`src/rtl/rpmd_pkg.sv`:
```
// Constants and types shared by the root-port message decode block
package rpmd_pkg;

	// ======================================================================
	// Widths
	localparam int RID_W   = 16;
	localparam int CODE_W  = 8;
	localparam int LS_W    = 3;
	localparam int NUM_FLG = 11;

	// ======================================================================
	// Message codes of the decoded message types
	localparam logic [CODE_W-1:0] CODE_ERR_COR      = 8'h30;
	localparam logic [CODE_W-1:0] CODE_ERR_NONFATAL = 8'h31;
	localparam logic [CODE_W-1:0] CODE_ERR_FATAL    = 8'h33;
	localparam logic [CODE_W-1:0] CODE_TURNOFF_ACK  = 8'h1B;
	localparam logic [CODE_W-1:0] CODE_ASSERT_INTA  = 8'h20;
	localparam logic [CODE_W-1:0] CODE_ASSERT_INTB  = 8'h21;
	localparam logic [CODE_W-1:0] CODE_ASSERT_INTC  = 8'h22;
	localparam logic [CODE_W-1:0] CODE_ASSERT_INTD  = 8'h23;
	localparam logic [CODE_W-1:0] CODE_DEASSERT_INTA = 8'h24;
	localparam logic [CODE_W-1:0] CODE_DEASSERT_INTB = 8'h25;
	localparam logic [CODE_W-1:0] CODE_DEASSERT_INTC = 8'h26;
	localparam logic [CODE_W-1:0] CODE_DEASSERT_INTD = 8'h27;

	// ======================================================================
	// Flag positions in the flag vector
	localparam int FLG_ERR_COR   = 0;
	localparam int FLG_ERR_NF    = 1;
	localparam int FLG_ERR_FATAL = 2;
	localparam int FLG_TO_ACK    = 3;
	localparam int FLG_AS_INTA   = 4;
	localparam int FLG_AS_INTB   = 5;
	localparam int FLG_AS_INTC   = 6;
	localparam int FLG_AS_INTD   = 7;
	localparam int FLG_DE_INTA   = 8;
	localparam int FLG_DE_INTB   = 9;
	localparam int FLG_DE_INTC   = 10;

	// Code for each flag position, index 0 at the right
	localparam logic [NUM_FLG*CODE_W-1:0] FLG_CODES = {
		CODE_DEASSERT_INTC, CODE_DEASSERT_INTB, CODE_DEASSERT_INTA,
		CODE_ASSERT_INTD, CODE_ASSERT_INTC, CODE_ASSERT_INTB, CODE_ASSERT_INTA,
		CODE_TURNOFF_ACK, CODE_ERR_FATAL, CODE_ERR_NONFATAL, CODE_ERR_COR};

	// ======================================================================
	// Reset values and link state codes
	localparam logic [RID_W-1:0]   RID_RST     = 16'h0000;
	localparam logic [NUM_FLG-1:0] FLG_RST     = 11'h000;
	localparam logic [LS_W-1:0]    LS_RST      = 3'h0;
	localparam logic [LS_W-1:0]    LS_L3_READY = 3'h5;

	// ======================================================================
	// Turn-off sequencer states
	typedef enum logic [2:0] {
		RPMD_TO_IDLE,
		RPMD_TO_SEND,
		RPMD_TO_WAIT_ACK,
		RPMD_TO_WAIT_L3,
		RPMD_TO_DONE
	} rpmd_to_state_e;

endpackage

```
`src/rtl/rpmd_to_if.sv`:
```
// Interface between the message decoder and the turn-off sequencer
`timescale 1ns/1ps
interface rpmd_to_if;
	logic                        req_n;
	logic                        ack_seen;
	logic [rpmd_pkg::LS_W-1:0]   link_state;
	logic                        tx_valid;
	logic                        tx_ready;
	logic                        busy;
	logic                        l3_reached;

	modport seq (
		input  req_n,
		input  ack_seen,
		input  link_state,
		input  tx_ready,
		output tx_valid,
		output busy,
		output l3_reached
	);

	modport ctl (
		output req_n,
		output ack_seen,
		output link_state,
		output tx_ready,
		input  tx_valid,
		input  busy,
		input  l3_reached
	);
endinterface

```
`src/rtl/rpmd_top.sv`:
```
// Root-port received-message decoder with turn-off request
`timescale 1ns/1ps
module rpmd_top (
	input  wire logic                          core_clk_i,
	input  wire logic                          rst_i,
	// Message receive side
	input  wire logic                          rx_msg_valid_i,
	input  wire logic [rpmd_pkg::CODE_W-1:0]   rx_msg_code_i,
	input  wire logic [rpmd_pkg::RID_W-1:0]    rx_msg_rid_i,
	// Link state from the link machine
	input  wire logic [rpmd_pkg::LS_W-1:0]     link_state_i,
	// Turn-off transmit handshake
	input  wire logic                          turnoff_request_n_i,
	output logic                               tx_turnoff_valid_o,
	input  wire logic                          tx_turnoff_ready_i,
	output logic                               turnoff_busy_o,
	output logic                               turnoff_l3_done_o,
	// User side
	output logic                               msg_strobe_o,
	output logic [rpmd_pkg::RID_W-1:0]         msg_data_o,
	output logic                               rx_err_cor_flag_o,
	output logic                               rx_err_nonfatal_flag_o,
	output logic                               rx_err_fatal_flag_o,
	output logic                               rx_turnoff_ack_flag_o,
	output logic                               rx_assert_inta_flag_o,
	output logic                               rx_assert_intb_flag_o,
	output logic                               rx_assert_intc_flag_o,
	output logic                               rx_assert_intd_flag_o,
	output logic                               rx_deassert_inta_flag_o,
	output logic                               rx_deassert_intb_flag_o,
	output logic                               rx_deassert_intc_flag_o,
	output logic                               rx_deassert_intd_flag_o,
	output logic [rpmd_pkg::LS_W-1:0]          link_state_o
);

	// ======================================================================
	// State
	typedef struct packed {
		logic                            strobe;
		logic [rpmd_pkg::RID_W-1:0]      rid;
		logic [rpmd_pkg::NUM_FLG-1:0]    flags;
		logic                            de_intd;
		logic [rpmd_pkg::LS_W-1:0]       ls;
	} rpmd_top_s;

	rpmd_top_s                       state_r;
	rpmd_top_s                       state_nxt;
	logic [rpmd_pkg::NUM_FLG-1:0]    code_hit;
	logic                            hit_de_intd;

	// ======================================================================
	// Code match, one comparator per flag
	genvar gi;
	generate
		for (gi = 0; gi < rpmd_pkg::NUM_FLG; gi++) begin : g_match
			assign code_hit[gi] = (rx_msg_code_i ==
				rpmd_pkg::FLG_CODES[gi*rpmd_pkg::CODE_W +: rpmd_pkg::CODE_W]);
		end
	endgenerate

	assign hit_de_intd = (rx_msg_code_i == rpmd_pkg::CODE_DEASSERT_INTD);

	// ======================================================================
	// Next state
	always_comb begin
		state_nxt        = state_r;
		state_nxt.strobe = rx_msg_valid_i;
		state_nxt.ls     = link_state_i;
		if (rx_msg_valid_i) begin
			state_nxt.rid     = rx_msg_rid_i;
			state_nxt.flags   = code_hit;
			state_nxt.de_intd = hit_de_intd;
		end else begin
			state_nxt.flags   = rpmd_pkg::FLG_RST;
			state_nxt.de_intd = 1'b0;
		end
	end

	always_ff @(posedge core_clk_i) begin
		if (rst_i) begin
			state_r.strobe  <= 1'b0;
			state_r.rid     <= rpmd_pkg::RID_RST;
			state_r.flags   <= rpmd_pkg::FLG_RST;
			state_r.de_intd <= 1'b0;
			state_r.ls      <= rpmd_pkg::LS_RST;
		end else begin
			state_r <= state_nxt;
		end
	end

	// ======================================================================
	// Turn-off sequencer
	rpmd_to_if to_if ();

	assign to_if.req_n      = turnoff_request_n_i;
	assign to_if.ack_seen   = state_r.strobe && state_r.flags[rpmd_pkg::FLG_TO_ACK];
	assign to_if.link_state = state_r.ls;
	assign to_if.tx_ready   = tx_turnoff_ready_i;

	rpmd_turnoff u_turnoff (
		.core_clk_i (core_clk_i),
		.rst_i      (rst_i),
		.to_if      (to_if.seq)
	);

	// ======================================================================
	// Outputs
	assign tx_turnoff_valid_o      = to_if.tx_valid;
	assign turnoff_busy_o          = to_if.busy;
	assign turnoff_l3_done_o       = to_if.l3_reached;
	assign msg_strobe_o            = state_r.strobe;
	assign msg_data_o              = state_r.rid;
	assign rx_err_cor_flag_o       = state_r.flags[rpmd_pkg::FLG_ERR_COR];
	assign rx_err_nonfatal_flag_o  = state_r.flags[rpmd_pkg::FLG_ERR_NF];
	assign rx_err_fatal_flag_o     = state_r.flags[rpmd_pkg::FLG_ERR_FATAL];
	assign rx_turnoff_ack_flag_o   = state_r.flags[rpmd_pkg::FLG_TO_ACK];
	assign rx_assert_inta_flag_o   = state_r.flags[rpmd_pkg::FLG_AS_INTA];
	assign rx_assert_intb_flag_o   = state_r.flags[rpmd_pkg::FLG_AS_INTB];
	assign rx_assert_intc_flag_o   = state_r.flags[rpmd_pkg::FLG_AS_INTC];
	assign rx_assert_intd_flag_o   = state_r.flags[rpmd_pkg::FLG_AS_INTD];
	assign rx_deassert_inta_flag_o = state_r.flags[rpmd_pkg::FLG_DE_INTA];
	assign rx_deassert_intb_flag_o = state_r.flags[rpmd_pkg::FLG_DE_INTB];
	assign rx_deassert_intc_flag_o = state_r.flags[rpmd_pkg::FLG_DE_INTC];
	assign rx_deassert_intd_flag_o = state_r.de_intd;
	assign link_state_o            = state_r.ls;

endmodule // rpmd_top

```
`src/rtl/rpmd_turnoff.sv`:
```
// Turn-off message sequencer
`timescale 1ns/1ps
module rpmd_turnoff (
	input  wire logic core_clk_i,
	input  wire logic rst_i,
	rpmd_to_if.seq    to_if
);

	typedef struct packed {
		rpmd_pkg::rpmd_to_state_e st;
		logic                     req_n_d;
	} rpmd_to_s;

	rpmd_to_s state_r;
	rpmd_to_s state_nxt;

	// ======================================================================
	// Sequencer
	always_comb begin
		state_nxt         = state_r;
		state_nxt.req_n_d = to_if.req_n;
		case (state_r.st)
			rpmd_pkg::RPMD_TO_IDLE: begin
				if (state_r.req_n_d && !to_if.req_n) begin
					state_nxt.st = rpmd_pkg::RPMD_TO_SEND;
				end
			end
			rpmd_pkg::RPMD_TO_SEND: begin
				if (to_if.tx_ready) begin
					state_nxt.st = rpmd_pkg::RPMD_TO_WAIT_ACK;
				end
			end
			rpmd_pkg::RPMD_TO_WAIT_ACK: begin
				if (to_if.ack_seen) begin
					state_nxt.st = rpmd_pkg::RPMD_TO_WAIT_L3;
				end
			end
			rpmd_pkg::RPMD_TO_WAIT_L3: begin
				if (to_if.link_state == rpmd_pkg::LS_L3_READY) begin
					state_nxt.st = rpmd_pkg::RPMD_TO_DONE;
				end
			end
			rpmd_pkg::RPMD_TO_DONE: begin
				if (to_if.req_n) begin
					state_nxt.st = rpmd_pkg::RPMD_TO_IDLE;
				end
			end
			default: begin
				state_nxt.st = rpmd_pkg::RPMD_TO_IDLE;
			end
		endcase
	end

	always_ff @(posedge core_clk_i) begin
		if (rst_i) begin
			state_r.st      <= rpmd_pkg::RPMD_TO_IDLE;
			state_r.req_n_d <= 1'b1;
		end else begin
			state_r <= state_nxt;
		end
	end

	assign to_if.tx_valid   = (state_r.st == rpmd_pkg::RPMD_TO_SEND);
	assign to_if.busy       = (state_r.st != rpmd_pkg::RPMD_TO_IDLE);
	assign to_if.l3_reached = (state_r.st == rpmd_pkg::RPMD_TO_DONE);

endmodule // rpmd_turnoff

```
`config.mk`:
```
export PLATFORM = sky130hd
export DESIGN_NAME = rpmd_top
export DESIGN_NICKNAME = d
export VERILOG_FILES = /design/src/rtl/rpmd_pkg.sv /design/src/rtl/rpmd_to_if.sv /design/src/rtl/rpmd_top.sv /design/src/rtl/rpmd_turnoff.sv
export SDC_FILE = /design/constraint.sdc
export NUM_CORES = 1
export LEC_CHECK = 0
export BUFFER_PORTS_ARGS = -buffer_cell sky130_fd_sc_hd__buf_2
export CAP_MARGIN = 20
export CORE_ASPECT_RATIO = 1.4
export CORE_MARGIN = 2
export CORE_UTILIZATION = 45
export CTS_CLUSTER_SIZE = 10
export DETAILED_ROUTE_END_ITERATION = 10
export PLACE_DENSITY = 0.8
export SETUP_SLACK_MARGIN = 0.5
export SLEW_MARGIN = 30
export SYNTH_ARGS = -nofsm -noshare
export SYNTH_HDL_FRONTEND = slang
export SYNTH_SLANG_ARGS = --single-unit
```
`constraint.sdc`:
```
create_clock -name core_clk_i -period 3.3 [get_ports core_clk_i]
set_clock_uncertainty 0.15 [all_clocks]
set_input_delay 0.33 -clock core_clk_i [delete_from_list [all_inputs] [get_ports core_clk_i]]
set_output_delay 0.33 -clock core_clk_i [all_outputs]
set_load 0.02 [all_outputs]
```
## Word-level counts from Yosys, hierarchy flattened

Index checks and enable logic that the tools add are counted.

- Equality and inequality tests: 22
- Multiplexer cells: 6
- Bitwise logic cells: 1
- Reductions and logical operators: 7

Operators with widths:

| operator | count |
|---|---|
| $eq 8x6->1 const B | 11 |
| $mux 3 | 5 |
| $pmux 3 s5 | 1 |
| $eq 8x5->1 const B | 1 |
| $eq 3x2->1 const B | 2 |
| $eq 3x3->1 const B | 2 |
| $ne 2x1->1 const B | 3 |
| $reduce_and 5->1 | 1 |
| $ne 2x2->1 const B | 2 |
| $eq 3x1->1 const B | 1 |
| $logic_not 3->1 | 1 |
| $reduce_bool 3->1 | 1 |
| $logic_and 1x1->1 | 2 |
| $reduce_or 2->1 | 1 |
| $logic_not 1->1 | 1 |
| $not 1->1 | 1 |

- Register bits after elaboration: 36
- Bits of input ports: 32
- Output and inout bits: 35
- Word-level logic and storage cells: 43

## Logic depth before layout (Yosys ltp)

- Depth after elaboration: 4
- Depth in mapped cells: 5
- Mapped depth without buffers: 4

## By module

From an unflattened synthesis, not the netlist that was laid out.

- Cell total of the unflattened synthesis: 128
- Area, all modules: 1365.1 sq um

By module, submodules not included:

| module | instances | cells each | area each (sq um) | seq. area each (sq um) |
|---|---|---|---|---|
| rpmd_top | 1 | 96 | 1069.8 | 640.6 |
| rpmd_turnoff | 1 | 32 | 295.3 | 80.1 |

## Worst setup path after synthesis

Ideal clock, no wire load.

- Kind: input-to-reg
- Start point: input port rst_i
- End point: register state_r (netlist bit rx_err_cor_flag_o)
- Setup time: 0.073 ns
- Arrival: 1.464 ns
- Data required time: 3.077 ns
- Path slack: 1.613 ns
- Stages on the path: 5
- Path buffers: 1
- Cell sequence: clkbuf_2 or4b_4 nor3b_4 nand3b_1 nor3_2

- Longest elaborated chain between the ends: 1

RTL lines:

| item | RTL line | text |
|---|---|---|
| from (decl) | rpmd_top.sv:5 | `input wire logic rst_i,` |
| $reduce_or 2->1 (no source line) | n/a |  |
| to (signal assigned) | rpmd_top.sv:87 | `state_r <= state_nxt;` |
| to (decl) | rpmd_top.sv:46 | `rpmd_top_s state_r;` |

No other way between the ends.
A chain may end at the register's enable or synchronous reset.

## Worst setup path in the final report

- Start point: register u_turnoff.state_r[1] (netlist name)
- End point: output port tx_turnoff_valid_o

- Longest elaborated chain between the ends: 1

RTL lines:

| item | RTL line | text |
|---|---|---|
| from (decl) | rpmd_turnoff.sv:14 | `rpmd_to_s state_r;` |
| from (signal assigned) | rpmd_turnoff.sv:59 | `state_r <= state_nxt;` |
| $eq 3x1->1 | rpmd_turnoff.sv:63 | `assign to_if.tx_valid = (state_r.st == rpmd_pkg::RPMD_TO_SEND);` |
| to (decl) | rpmd_top.sv:14 | `output logic tx_turnoff_valid_o,` |

No other way between the ends.

==> flow_metrics.env <==
export IMPL_grt_pass1_vias=1033
export IMPL_period_share=0.546
export IMPL_synthesis_nets=154
export IMPL_clk_pin_slew_ns=0.11
export IMPL_worstSetupPathType="reg -> out"
export IMPL_synthCells=122
export IMPL_ir_drop_uv=401
export IMPL_num_vias=1107
export IMPL_hold_path_class="in -> reg"
export IMPL_start_util=0.482
export IMPL_finalSetupViolations=0
export IMPL_grt_usage=0.176
export IMPL_dpl_cell_area_sq_um=1630
export IMPL_ys_types=28
export IMPL_startpoint_type="flop"
export IMPL_synth_most_common_cell="dfxtp_1"
export IMPL_hold_viol_final=0
export IMPL_wl_per_cell_um=11.6
export IMPL_ys_async_sr_fraction=0
export IMPL_worst_slew_pin_slew_ns=0.473
export IMPL_ys_seq_elements=36
export IMPL_grt_overflow_total=0
export IMPL_yosys_most_used_dff="dfxtp_1"
export IMPL_power_leakage_uw=0.000878
export IMPL_cts_resized_gates=0
export IMPL_drive_gt1_frac=0.434
export IMPL_regArea_sq_um=721
export IMPL_cts_root_buf="clkbuf_4"
export IMPL_synth_top_area_share=0.560
export IMPL_postLayoutCoreUtil=0.644
export IMPL_ant_nets=0
export IMPL_max_slew_margin=0.685
export IMPL_grt_max_degree=27
export IMPL_die_area_sq_um=3310
export IMPL_finalInstanceArea_sq_um=1720
export IMPL_synthTopCellsByCount="dfxtp_1 (36), nor2_1 (26), mux2i_1 (16)"
export IMPL_num_fill_cells=248
export IMPL_critPathMaxStageDelay_ns=0.47
export IMPL_synth_seq_area_share=0.560
export IMPL_via_per_inst=4.92
export IMPL_die_height_um=67.3
export IMPL_fin_setup_tns_ns=0
export IMPL_synth_top_cell_by_area="dfxtp_1"
export IMPL_fin_crit_ns=1.80
export IMPL_drt_first_iter_violations=10
export IMPL_critPathArrivalTime_ns=1.32
export IMPL_numCtsBuffers=5
export IMPL_cts_setup_buffers=0
export IMPL_place_gp_congestion=0.761
export IMPL_rows=22
export IMPL_cp_cell_sequence="nor3b_1 > buf_2"
export IMPL_dpl_hpwl_um=1950
export IMPL_h_tree_depth=2
export IMPL_cp_buffers_inverters=1
export IMPL_clk_latency_ns=0.35
export IMPL_cp_max_fo=8
export IMPL_crit_required_ns=2.82
export IMPL_dr_pass1_iters=4
export IMPL_syn_cell_area_sq_um=1290
export IMPL_critPathCaptureType="primary output"
export IMPL_synth_area_leaders="dfxtp_1 (56%), mux2i_1 (12%), nor2_1 (7.6%)"
export IMPL_fmax_mhz=555
export IMPL_maxCapViolCount=0
export IMPL_io_buffers=66
export IMPL_nNetsFinal=220
export IMPL_wl_um=2620
export IMPL_crit_path_top_delay_cell="dfxtp_1"
export IMPL_synth_edff_count=0
export IMPL_area_delta_synth_final_pct=33.8
export IMPL_n_antenna_cell=0
export IMPL_hold_buffers=0
export IMPL_ios=67
export IMPL_outcome="complete, no violations"
export IMPL_powerDensity_nw_per_um2=584
export IMPL_grt_pass1_wl_um=4340
export IMPL_yosysWarnings=0
export IMPL_drc=0
export IMPL_cts_tree="built"
export IMPL_avgSynthCellArea_sq_um=10.5
export IMPL_clock_path_buffers=2
export IMPL_cts_sinks=36
export IMPL_die_width_um=49.2
export IMPL_cp_top_family="flip-flops"
export IMPL_coreArea_sq_um=2670
export IMPL_antenna_found_initial=0
export IMPL_multi_input_area_sq_um=529
export IMPL_rsz0062_at_grt="false"
export IMPL_drv_slew=0
final timing paths:
check	start	to	slack, ns	cells after the start
hold reg to reg	msg_data_o[6]	msg_data_o[6]	0.35	2
hold / removal	link_state_i[1]	link_state_o[1]	0.04	2
setup / recovery	u_turnoff.state_r[1]	tx_turnoff_valid_o	1.50	2
setup reg to reg	u_turnoff.state_r[3]	u_turnoff.state_r[3]	1.82	4
state kept, by name, indices dropped and copies added, names as in the netlist:
register / count
rx_assert_intd_flag_o: 1
rx_turnoff_ack_flag_o: 1
rx_assert_intc_flag_o: 1
rx_deassert_intd_flag_o: 1
rx_deassert_intc_flag_o: 1
link_state_o: 3
rx_err_cor_flag_o: 1
rx_assert_inta_flag_o: 1
rx_err_fatal_flag_o: 1
rx_deassert_inta_flag_o: 1
rx_err_nonfatal_flag_o: 1
rx_deassert_intb_flag_o: 1
rx_assert_intb_flag_o: 1
msg_data_o: 16
u_turnoff.state_r: 4
msg_strobe_o: 1
worst register-to-register path, delay by kind of cell (launching register included):
family / cells / cell delay, ns
DFF: 1 / 0.52
and+or+nand+nor: 2 / 0.50
AOI/OAI and AO/OA: 2 / 0.26
metrics by stage:
stage / instances / hold WS (ns) / total power (uW) / worst slack (ns)
floorplan: 122 / 0.249 / 609 / 1.61
global placement: 217 / 0.321 / 664 / 1.29
detailed placement: 217 / 0.330 / 670 / 1.25
CTS: 225 / 0.0248 / 1020 / 1.47
global route: 225 / 0.0499 / 1060 / 1.39
finish: 225 / 0.0411 / 1000 / 1.50
final cells by class:
type                       instances  share of cell area
sequential                        36               0.419
timing repair buffer              66               0.192
clock inverter                     1              0.0175
tap                               36              0.0262
multi-input combinational         79               0.308
clock buffer                       7              0.0378
layout by cell type, fill, tap and decap left out, types with 2 or more instances in the layout:
master    count
nor3b_1       3
clkbuf_4      5
nor3_2        2
o22ai_1       2
clkbuf_8      2
or2_2         2
nand2b_1      2
dfxtp_1      36
o21ai_0       2
nor2_1       26
mux2i_1      16
nand3b_1      2
nor2b_1       5
nor3_1        3
buf_2        66
nand2_1       3
report_power, final:
group	total [uW]	switching, uW	internal, uW
clock	343	142	201
combinational	176	96.1	79.5
sequential	486	26.6	459
total	1000	265	740
per-layer routing:
metal / vias to the layer above / global-route usage / wire length (um)
li1: 541 / - / -
met1: 504 / 0.177 / 960
met2: 55 / 0.319 / 1350
met3: 7 / 0.0575 / 260
met4: 0 / 0.100 / 50
met5: - / 0 / 0
cells by family (layout without fill, tap and decap cells):
group / after synthesis / in the layout / share of synthesized area
DFF: 36 / 36 / 0.560
and+or+nand+nor: 55 / 55 / 0.244
muxes: 16 / 16 / 0.125
AOI/OAI and AO/OA: 8 / 8 / 0.0428
buffers and inverters: 7 / 74 / 0.0282
No activity file was read; power rests on OpenSTA's default activity.
